$ cat config.mk
export PLATFORM = sky130hd
export DESIGN_NAME = pbr_regs
export DESIGN_NICKNAME = d
export VERILOG_FILES = /design/src/rtl/pbr_pkg.sv /design/src/rtl/pbr_mode_resolve.sv /design/src/rtl/pbr_regs.sv
export SDC_FILE = /design/constraint.sdc
export NUM_CORES = 1
export LEC_CHECK = 0
export BUFFER_PORTS_ARGS = -buffer_cell sky130_fd_sc_hd__buf_4
export CORE_MARGIN = 2
export CORE_UTILIZATION = 48
export CTS_CLUSTER_DIAMETER = 200
export DETAILED_ROUTE_END_ITERATION = 12
export PLACE_DENSITY = 0.75
export RECOVER_POWER = 100
export SYNTH_ARGS = -nofsm -noshare
export SYNTH_HDL_FRONTEND = slang
export SYNTH_SLANG_ARGS = --single-unit
$ cat constraint.sdc
create_clock -name i_core_clk -period 1.1 [get_ports i_core_clk]
set_input_delay 0.22 -clock i_core_clk [delete_from_list [all_inputs] [get_ports i_core_clk]]
set_output_delay 0.22 -clock i_core_clk [all_outputs]
set_load 0.1 [all_outputs]
$ cat src/rtl/pbr_pkg.sv
// Package: register map, field positions and reset values of the basic control/status bank
`default_nettype none
package pbr_pkg;
  // ************************************************************
  // Register space
  // ************************************************************
  localparam int unsigned   PBR_ADDR_W        = 5;
  localparam int unsigned   PBR_DATA_W        = 16;
  localparam logic [4:0]    PBR_STD_LAST      = 5'h0f;  // Last standard index
  localparam logic [4:0]    PBR_VENDOR_FIRST  = 5'h10;  // First vendor index
  localparam logic [4:0]    PBR_IDX_CONTROL   = 5'h00;
  localparam logic [4:0]    PBR_IDX_STATUS    = 5'h01;
  localparam logic [4:0]    PBR_IDX_FUNC_CTRL = 5'h1c;
  // ************************************************************
  // Control register fields
  // ************************************************************
  localparam int unsigned   PBR_CTL_RESET     = 15;
  localparam int unsigned   PBR_CTL_LOOPBACK  = 14;
  localparam int unsigned   PBR_CTL_SPEED     = 13;
  localparam int unsigned   PBR_CTL_NEG_EN    = 12;
  localparam int unsigned   PBR_CTL_PWR_DOWN  = 11;
  localparam int unsigned   PBR_CTL_ISOLATE   = 10;
  localparam int unsigned   PBR_CTL_NEG_RST   = 9;
  localparam int unsigned   PBR_CTL_DUPLEX    = 8;
  localparam int unsigned   PBR_CTL_COL_TEST  = 7;
  localparam int unsigned   PBR_FC_LOOPBACK   = 0;      // Loopback bit in function control
  localparam logic          PBR_RST_SPEED     = 1'b1;
  localparam logic          PBR_RST_DUPLEX    = 1'b1;
  localparam logic          PBR_RST_PWR_DOWN  = 1'b0;
  localparam logic          PBR_RST_ISOLATE   = 1'b0;
  localparam logic          PBR_RST_LOOPBACK  = 1'b0;
  localparam logic          PBR_RST_COL_TEST  = 1'b0;
  localparam logic [15:0]   PBR_RST_FUNC_CTRL = 16'h0000;
  // ************************************************************
  // Status register constant image
  // ************************************************************
  localparam logic [15:0]   PBR_STATUS_VALUE  = 16'h7000; // T4=0, 100F/100H/10F=1
  // ************************************************************
  // Timing
  // ************************************************************
  localparam int unsigned   PBR_SWRST_CYCLES  = 4;    // Cycles a soft reset pulse is held
  localparam logic [2:0]    PBR_SWRST_CNT     = 3'(PBR_SWRST_CYCLES);
endpackage : pbr_pkg
`default_nettype wire

$ cat src/rtl/pbr_mode_resolve.sv
// Module: resolves effective speed, duplex and loopback from control and negotiation
`default_nettype none
module pbr_mode_resolve
  import pbr_pkg::*;
(
  input  wire logic i_neg_enable,    // Negotiation enabled
  input  wire logic i_neg_speed,     // Negotiated speed, 1=100
  input  wire logic i_neg_duplex,    // Negotiated duplex, 1=full
  input  wire logic i_ctl_speed,     // Forced speed bit
  input  wire logic i_ctl_duplex,    // Forced duplex bit
  input  wire logic i_ctl_loopback,  // Control loopback bit
  input  wire logic i_fc_loopback,   // Function control loopback bit
  output logic      o_speed_100,     // Effective speed
  output logic      o_full_duplex,   // Effective duplex
  output logic      o_loopback       // Effective loopback
);
  // Negotiation result overrides forced settings
  assign o_speed_100   = i_neg_enable ? i_neg_speed : i_ctl_speed;   // [RULE5] [RULE6]
  assign o_full_duplex = i_neg_enable ? i_neg_duplex : i_ctl_duplex; // [RULE6]
  // Loopback needs both enables
  assign o_loopback    = i_ctl_loopback & i_fc_loopback;             // [RULE3] [RULE4]
endmodule : pbr_mode_resolve
`default_nettype wire

$ cat src/rtl/pbr_regs.sv
// Module: basic control and status registers of a 10/100 transceiver management space
// Function
// [RULE1] 32 directly addressed registers; 0h-Fh standard, 10h-1Fh vendor.
// [RULE2] Writing one to control bit 15 resets; bit self-clears, reads zero.
// [RULE3] Loopback bit returns transmit data to receive and cuts line side.
// [RULE4] Loopback also needs the vendor function control bit at 1Ch.
// [RULE5] Bit 13 selects 100/10 Mbps, resets to one, ignored under negotiation.
// [RULE6] Bit 12 enables negotiation from strap; result overrides speed and duplex.
// [RULE7] Bit 11 enters power-down; resets to zero.
// [RULE8] Leaving power-down by reset takes two writes; second re-samples straps.
// [RULE9] Bit 10 isolates from the reduced MII; resets to zero.
// [RULE10] Writing one to bit 9 restarts negotiation; bit self-clears.
// [RULE11] Bit 7 enables collision test; bits 6-0 read zero.
// [RULE12] Status bit 15 reads zero, bits 14-12 read one, all read-only.
// [RULE13] Writes to read-only bits are ignored; soft reset restores reset values.
`default_nettype none
module pbr_regs
  import pbr_pkg::*;
(
  input  wire logic        i_core_clk,        // Core clock, 100 MHz
  input  wire logic        i_rst_n,           // Async reset, active low
  input  wire logic        i_negotiation_enable_strap, // Negotiation strap pin level
  input  wire logic [4:0]  i_reg_addr,        // Register index
  input  wire logic        i_reg_wr,          // Write strobe
  input  wire logic        i_reg_rd,          // Read strobe
  input  wire logic [15:0] i_reg_wdata,       // Write data
  input  wire logic        i_neg_speed,       // Negotiated speed, 1=100
  input  wire logic        i_neg_duplex,      // Negotiated duplex, 1=full
  output logic [15:0]      o_reg_rdata,       // Read data
  output logic             o_reg_rvalid,      // Read data valid pulse
  output logic             o_soft_reset,      // Chip soft reset pulse
  output logic             o_neg_restart,     // Negotiation restart pulse
  output logic             o_power_down,      // Power-down mode
  output logic             o_isolate,         // Reduced MII isolated
  output logic             o_loopback,        // Effective loopback
  output logic             o_speed_100,       // Effective speed
  output logic             o_full_duplex,     // Effective duplex
  output logic             o_col_test         // Collision test enabled
);
  // ************************************************************
  // Control state
  // ************************************************************
  logic        ctl_loopback;
  logic        ctl_speed;
  logic        ctl_neg_en;
  logic        ctl_pwr_down;
  logic        ctl_isolate;
  logic        ctl_duplex;
  logic        ctl_col_test;
  logic [15:0] func_ctrl;
  logic [2:0]  swrst_cnt;
  logic        strap_load;
  logic        wr_ctl;
  logic        wr_fc;
  logic        full_reset;
  logic        next_speed;
  logic        next_duplex;
  logic        next_loop;

  function automatic logic [15:0] control_image(
    input logic lb, input logic sp, input logic ne, input logic pd,
    input logic iso, input logic dx, input logic ct);
    control_image = {1'b0, lb, sp, ne, pd, iso, 1'b0, dx, ct, 7'h00}; // [RULE2] [RULE10] [RULE11]
  endfunction : control_image

  // Write decode within the 32-entry space
  assign wr_ctl     = i_reg_wr && (i_reg_addr == PBR_IDX_CONTROL);   // [RULE1]
  assign wr_fc      = i_reg_wr && (i_reg_addr == PBR_IDX_FUNC_CTRL); // [RULE1]
  // Full reset only when not leaving power-down
  assign full_reset = wr_ctl && i_reg_wdata[PBR_CTL_RESET] && !ctl_pwr_down; // [RULE2] [RULE8]

  // ************************************************************
  // Strap capture after reset release and on full soft reset
  // ************************************************************
  always_ff @(posedge i_core_clk or negedge i_rst_n) begin
    if (!i_rst_n) begin
      strap_load <= 1'b1;
    end else begin
      strap_load <= full_reset; // [RULE8]
    end
  end

  // Negotiation enable, loaded from the strap
  always_ff @(posedge i_core_clk or negedge i_rst_n) begin
    if (!i_rst_n) begin
      ctl_neg_en <= 1'b0;
    end else if (strap_load) begin
      ctl_neg_en <= i_negotiation_enable_strap; // [RULE6] [RULE8]
    end else if (wr_ctl && !i_reg_wdata[PBR_CTL_RESET]) begin
      ctl_neg_en <= i_reg_wdata[PBR_CTL_NEG_EN];
    end
  end

  // Power-down: any reset write clears it; plain write loads it from bit 11
  always_ff @(posedge i_core_clk or negedge i_rst_n) begin
    if (!i_rst_n) begin
      ctl_pwr_down <= PBR_RST_PWR_DOWN;
    end else if (wr_ctl && i_reg_wdata[PBR_CTL_RESET]) begin
      ctl_pwr_down <= PBR_RST_PWR_DOWN; // [RULE8]
    end else if (wr_ctl) begin
      ctl_pwr_down <= i_reg_wdata[PBR_CTL_PWR_DOWN]; // [RULE7]
    end
  end

  // Remaining read/write control fields
  always_ff @(posedge i_core_clk or negedge i_rst_n) begin
    if (!i_rst_n) begin
      ctl_loopback <= PBR_RST_LOOPBACK;
      ctl_speed    <= PBR_RST_SPEED;
      ctl_isolate  <= PBR_RST_ISOLATE;
      ctl_duplex   <= PBR_RST_DUPLEX;
      ctl_col_test <= PBR_RST_COL_TEST;
    end else if (full_reset) begin
      ctl_loopback <= PBR_RST_LOOPBACK; // [RULE13]
      ctl_speed    <= PBR_RST_SPEED;
      ctl_isolate  <= PBR_RST_ISOLATE;
      ctl_duplex   <= PBR_RST_DUPLEX;
      ctl_col_test <= PBR_RST_COL_TEST;
    end else if (wr_ctl && !i_reg_wdata[PBR_CTL_RESET]) begin
      ctl_loopback <= i_reg_wdata[PBR_CTL_LOOPBACK]; // [RULE3]
      ctl_speed    <= i_reg_wdata[PBR_CTL_SPEED];    // [RULE5]
      ctl_isolate  <= i_reg_wdata[PBR_CTL_ISOLATE];  // [RULE9]
      ctl_duplex   <= i_reg_wdata[PBR_CTL_DUPLEX];   // [RULE6]
      ctl_col_test <= i_reg_wdata[PBR_CTL_COL_TEST]; // [RULE11]
    end
  end

  // Vendor function control word at 1Ch (holds loopback enable)
  always_ff @(posedge i_core_clk or negedge i_rst_n) begin
    if (!i_rst_n) begin
      func_ctrl <= PBR_RST_FUNC_CTRL;
    end else if (full_reset) begin
      func_ctrl <= PBR_RST_FUNC_CTRL;
    end else if (wr_fc) begin
      func_ctrl <= i_reg_wdata; // [RULE4]
    end
  end

  // ************************************************************
  // Self-clearing actions
  // ************************************************************
  always_ff @(posedge i_core_clk or negedge i_rst_n) begin
    if (!i_rst_n) begin
      swrst_cnt    <= 3'h0;
      o_soft_reset <= 1'b0;
    end else if (full_reset) begin
      swrst_cnt    <= PBR_SWRST_CNT; // [RULE2]
      o_soft_reset <= 1'b1;
    end else if (swrst_cnt != 3'h0) begin
      swrst_cnt    <= swrst_cnt - 3'h1;
      o_soft_reset <= (swrst_cnt != 3'h1);
    end else begin
      o_soft_reset <= 1'b0;
    end
  end

  // Restart pulse; the bit itself never stores
  always_ff @(posedge i_core_clk or negedge i_rst_n) begin
    if (!i_rst_n) begin
      o_neg_restart <= 1'b0;
    end else begin
      o_neg_restart <= wr_ctl && i_reg_wdata[PBR_CTL_NEG_RST]
                       && !i_reg_wdata[PBR_CTL_RESET]; // [RULE10]
    end
  end

  // ************************************************************
  // Effective mode and registered outputs
  // ************************************************************
  pbr_mode_resolve u_mode (
    .i_neg_enable   (ctl_neg_en),
    .i_neg_speed    (i_neg_speed),
    .i_neg_duplex   (i_neg_duplex),
    .i_ctl_speed    (ctl_speed),
    .i_ctl_duplex   (ctl_duplex),
    .i_ctl_loopback (ctl_loopback),
    .i_fc_loopback  (func_ctrl[PBR_FC_LOOPBACK]),
    .o_speed_100    (next_speed),
    .o_full_duplex  (next_duplex),
    .o_loopback     (next_loop)
  );

  always_ff @(posedge i_core_clk or negedge i_rst_n) begin
    if (!i_rst_n) begin
      o_speed_100   <= PBR_RST_SPEED;
      o_full_duplex <= PBR_RST_DUPLEX;
      o_loopback    <= PBR_RST_LOOPBACK;
      o_power_down  <= PBR_RST_PWR_DOWN;
      o_isolate     <= PBR_RST_ISOLATE;
      o_col_test    <= PBR_RST_COL_TEST;
    end else begin
      o_speed_100   <= next_speed;   // [RULE5] [RULE6]
      o_full_duplex <= next_duplex;  // [RULE6]
      o_loopback    <= next_loop;    // [RULE3] [RULE4]
      o_power_down  <= ctl_pwr_down; // [RULE7]
      o_isolate     <= ctl_isolate;  // [RULE9]
      o_col_test    <= ctl_col_test; // [RULE11]
    end
  end

  // ************************************************************
  // Read path
  // ************************************************************
  always_ff @(posedge i_core_clk or negedge i_rst_n) begin
    if (!i_rst_n) begin
      o_reg_rdata  <= 16'h0000;
      o_reg_rvalid <= 1'b0;
    end else begin
      o_reg_rvalid <= i_reg_rd;
      if (i_reg_rd) begin
        unique case (i_reg_addr)
          PBR_IDX_CONTROL:   o_reg_rdata <= control_image(ctl_loopback, ctl_speed,
                               ctl_neg_en, ctl_pwr_down, ctl_isolate, ctl_duplex,
                               ctl_col_test); // [RULE2] [RULE11]
          PBR_IDX_STATUS:    o_reg_rdata <= PBR_STATUS_VALUE; // [RULE12] [RULE13]
          PBR_IDX_FUNC_CTRL: o_reg_rdata <= func_ctrl;
          default:           o_reg_rdata <= 16'h0000; // [RULE1]
        endcase
      end
    end
  end
endmodule : pbr_regs
`default_nettype wire

== Word level (Yosys, flattened, before mapping) ==
Index checks and enable logic that the tools add are counted.
Operators by class
  $add $sub $neg: 1
  multiply operators: 0
  div/mod/pow operators: 0
  magnitude comparators: 0
  equality and inequality tests: 3
  shift operators: 0
  muxes and demuxes: 23
  bitwise operators: 1
  reduce and logical (&&, ||, !) cells: 16
Operators with widths (count)
  one-hot mux 16 bit (3 select lines): 1
  two-way mux 16 bit: 2
  two-way mux 1 bit: 18
  nonzero test 2 bit: 5
  logical AND 1 bit: 7
  two-way mux 3 bit: 2
  equality test 5 x 1 -> 1 bit (second input constant): 1
  equality test 5 bit (second input constant): 1
  zero test 5 bit: 1
  inequality test 3 x 1 -> 1 bit (second input constant): 1
  nonzero test 3 bit: 1
  subtractor 3 x 1 -> 3 bit (second input constant): 1
  zero test 1 bit: 2
  AND 1 bit: 1
Word-level totals
  register bits after elaboration: 52
  bits in latches: 0
  bits in writable memories: 0
  ROM bits: 0
  bits of input ports: 28
  output and inout port bits: 25
  word-level logic and storage cells: 64
  memories kept: 0

== Depth between registers and ports, before layout ==
  depth after elaboration: 5
  depth in mapped cells: 5

== Cells and area by module ==
Synthesis repeated with hierarchy kept, for this count alone.
Second synthesis, totals
  cells, all modules: 222
  area, all modules: 2297.2 um2
Modules (own cells, without submodules)
  pbr_regs: times used 1, cells an instance 219, area each 2268.4 um2
  pbr_mode_resolve: times used 1, cells an instance 3, area each 28.8 um2

== Worst setup path after synthesis ==
No wires, ideal clock.
  path type: input port to flip-flop
  start point: in i_reg_addr[1]
  end point: reg swrst_cnt[0]
  setup time: 119 ps
  arrival time: 1188 ps
  required time: 981 ps
  slack: -207 ps
  stages on the path: 5
  buffers on the path: 2
  path through: or3b_1 > buf_2 > nor4_4 > buf_4 > nor2_1
Between the ends
  cells in the longest elaborated chain, start to end: 5
  elaborated cells between the ends (all ways): 6
  classes of those cells: mux (1); reduce/logical (5)
RTL lines
  start: declaration: RTL line pbr_regs.sv:23  | input wire logic [4:0] i_reg_addr,
  zero test 5 bit (*): RTL line pbr_regs.sv:67  | assign wr_ctl = i_reg_wr && (i_reg_addr == PBR_IDX_CONTROL);
  logical AND 1 bit (*): RTL line pbr_regs.sv:67
  logical AND 1 bit (*) (2 in a row): RTL line pbr_regs.sv:70  | assign full_reset = wr_ctl && i_reg_wdata[PBR_CTL_RESET] && !ctl_pwr_down;
  named net full_reset: RTL line pbr_regs.sv:55  | logic full_reset;
  two-way mux 3 bit / nonzero test 2 bit (equally long branches)
  end signal: assignment: RTL line pbr_regs.sv:150  | swrst_cnt <= swrst_cnt - 3'h1;
  end: declaration: RTL line pbr_regs.sv:51  | logic [2:0] swrst_cnt;
Mark *: on every way through the listed nets, which the timed path passes. The rest lies on a longest branch.
A chain may end at the register's enable or synchronous reset.

== Final worst setup path ==
  start point: reg o_speed_100
  end point: out o_speed_100
RTL lines
  start: declaration: RTL line pbr_regs.sv:36  | output logic o_speed_100,
  start signal: assignment: RTL line pbr_regs.sv:192  | o_speed_100 <= next_speed;
No word-level cell between the ends.

==> impl_metrics.tcl <==
set metrics [dict create \
    outcome "complete, but fails checks" \
    violations "setup timing" \
    htreeDepth 2 \
    placed_cell_area_um2 3080 \
    grt_pass1_wl_um 10300 \
    p_leak_uw 0.00155 \
    numPlacedInstances 341 \
    grt.total_usage_pct 25.6 \
    wl_met1_um 2840 \
    clk_path_buf_depth 2 \
    fin_skew_ns 0.00466 \
    synth_warnings 0 \
    dr_wl_met2_um 3390 \
    place_hpwl_um 4360 \
    whs_ns 0.0930 \
    reg2reg_depth 4 \
    critPathLaunchType "register" \
    grt_setup_unrepaired "yes" \
    top_layer_used "met4" \
    final_cell_mix "buf_4 (66), dfrtp_1 (24), dfrtp_2 (23)" \
    area_growth_pct 61.1 \
    synthFlopType "dfrtp_1" \
    finalWeightedCongestion 0.810 \
    fill_cells 289 \
    drc_errors 0 \
    layout_commonest_cell "buf_4" \
    max_slew_margin_pct 59.1 \
    fmax_mhz 792 \
    synthArstFlopShare_pct 100 \
    syn_avg_cell_area_um2 10.8 \
    vias_per_cell 5.84 \
    antenna_found_initial 0 \
    cts_inserted_buffers 5 \
    final_layout_size_suffix_gt1_share_pct 56.3 \
    worst_slack_ns -0.163 \
    ir_drop_mv 1.19 \
    ant_nets 0 \
    synth_nets 241 \
    vias 2121 \
    wl_met3_um 363 \
    worst-path-buf-inv 1 \
    diodes 0 \
    r2r-end "ctl_duplex" \
    cts_tree "built" \
    initial_utilization_pct 49.0 \
    core-area_um2 4630 \
    grt_pass1_vias 2077 \
    synth_edf_count 0 \
    grt_max_degree 24 \
    post-route-cell-area_um2 3660 \
    cp_max_fo 1 \
    slew_viol_final 0 \
    nets 339 \
    finalCritPeriodShare_pct 115 \
    maxCapViolations 0 \
    wl_per_cell_um 18.7 \
    tightest_slew_ns 0.614 \
    root_buffer "clkbuf_8" \
    std_cell_rows 25 \
    dr.pass1.iters 6 \
    crit_slowest_cell "dfstp_2" \
    die_area_um2 5290 \
    clk_pin_slew_ns 0.09 \
    cp_top_family "flip-flops" \
    crit_type "register to output port" \
    cp-endpoint "o_speed_100" \
    r2r_start "ctl_pwr_down" \
    crit_required_ns 0.88 \
    synth_seq_cells 52 \
    synth_top_area_cell "dfrtp_1" \
    syn_area_um2 2270 \
    path_depth 1 \
    drtIter0Drc 175 \
    fin_cells 363 \
    place_ws_ns -0.390 \
    cts.sinks 52 \
    synthTopCellsByArea "dfrtp_1 (52%), dfstp_2 (5.8%), nand3_1 (5.1%)" \
    r2r_slack_ns -0.09 \
    crit_start "o_speed_100" \
    die_h_um 72.8 \
    wl_um 6770 \
    setup_violations 48 \
    crit_chain "buf_12" \
    grt_overflow_total 0 \
    hold_viol 0 \
    io_pins 53 \
    die_w_um 72.8 \
    ys_seq_area_share_pct 57.6 \
    portBuffers 52 \
    cpPeakStageDelay_ns 0.56 \
    synth_top_area_share_pct 51.8 \
    power.density_nw_per_um2 1520 \
    synthCells 210 \
    ys_types 41 \
    arrival_ns 1.04 \
    clk_latency_ns 0.31 \
    hold_class "input port to register" \
    period_minus_slack_ns 1.26 \
    end_kind "output port" \
]
metrics by stage:
stage | total power (uW) | util, % | TNS, ns
after floorplan | 3400 | - | -3.89
final | 5550 | 79.0 | -3.56
after global placement | 3920 | 66.5 | -11.68
after CTS | 5430 | 75.7 | -2.42
after global routing | 5800 | 79.0 | -6.42
after detailed placement | 3970 | 66.5 | -12.72
routing by layer:
metal	global-route usage (%)	up-vias
li1	-	961
met1	36.7	1053
met2	39.0	93
met3	4.83	14
met4	9.47	0
met5	0	-
worst reg2reg max path, stage by stage, from the launching register on:
cell	delay, ns
dfrtp_1	0.41
clkbuf_1	0.26
nand2_4	0.09
and3_4	0.20
o22a_1	0.17
state kept, by name (all words and copies together), names as in the netlist:
register and count:
o_isolate 1, ctl_pwr_down 1, ctl_neg_en 1, o_reg_rvalid 1, o_loopback 1, strap_load 1, o_col_test 1, ctl_isolate 1
ctl_col_test 1, o_reg_rdata 16, o_neg_restart 1, ctl_speed 1, o_power_down 1, o_full_duplex 1, o_speed_100 1, ctl_loopback 1
func_ctrl 16, ctl_duplex 1, swrst_cnt 3, o_soft_reset 1
timing repair:
action                                  in CTS  in global routing
endpoints found under the setup margin      50                 53
buffers inserted                             9                  3
gates resized for setup                     60                 25
cloned                                       0                  1
endpoints found under the hold margin       16                  0
pin swaps                                    1                  4
hold buffers                                 1                  0
report_power, final:
| group | total, uW | internal, uW | switching, uW |
|---|---|---|---|
| sequential | 2410 | 2210 | 197 |
| combinational | 1830 | 820 | 1010 |
| clock | 1300 | 673 | 630 |
| total | 5550 | 3710 | 1840 |
cell usage after synthesis, types with 3 or more instances:
| cell type | n |
|---|---|
| dfrtp_1 | 47 |
| nand3_1 | 23 |
| nand2_1 | 19 |
| o21ai_0 | 17 |
| a21oi_1 | 16 |
| o2bb2ai_1 | 11 |
| clkbuf_1 | 7 |
| a32oi_1 | 6 |
| nor2_1 | 6 |
| buf_2 | 5 |
| dfstp_2 | 5 |
| inv_1 | 5 |
| a22oi_1 | 4 |
| a22o_1 | 3 |
| ha_1 | 3 |
logic make-up after synthesis:
kind of cell             synth area share (%)
multiplexers                            0.992
flip-flops                               57.6
AND/OR/NAND/NOR                          16.0
buffers and inverters                    3.91
adder cells (fa/ha/maj)                  1.65
XOR/XNOR                                0.386
AO/OA/AOI/OAI                            19.5
worst min path at each step:
stage / startpoint / to / slack (ns) / depth (start not counted)
6_report: i_reg_rd / o_reg_rvalid / 0.09 / 1
3_3_place_gp: i_rst_n / o_reg_rdata[3] / 0.13 / 1
3_5_place_dp: i_rst_n / func_ctrl[4] / 0.14 / 1
5_1_grt: i_reg_rd / o_reg_rvalid / 0.08 / 1
4_1_cts: i_reg_rd / o_reg_rvalid / 0.05 / 1
2_1_floorplan: i_rst_n / ctl_col_test / -0.08 / 0
area by class of cell:
type	instances	area, um2	share of cell area [%]
repair buffers	105	1100	30.0
multi-input cells	139	1020	28.0
well taps	54	67.6	1.85
clock inverters	3	42.5	1.16
inverters	5	18.8	0.513
flip-flops and latches	52	1340	36.6
clock buffers	5	68.8	1.88
Power figures use the tool's default switching activity.
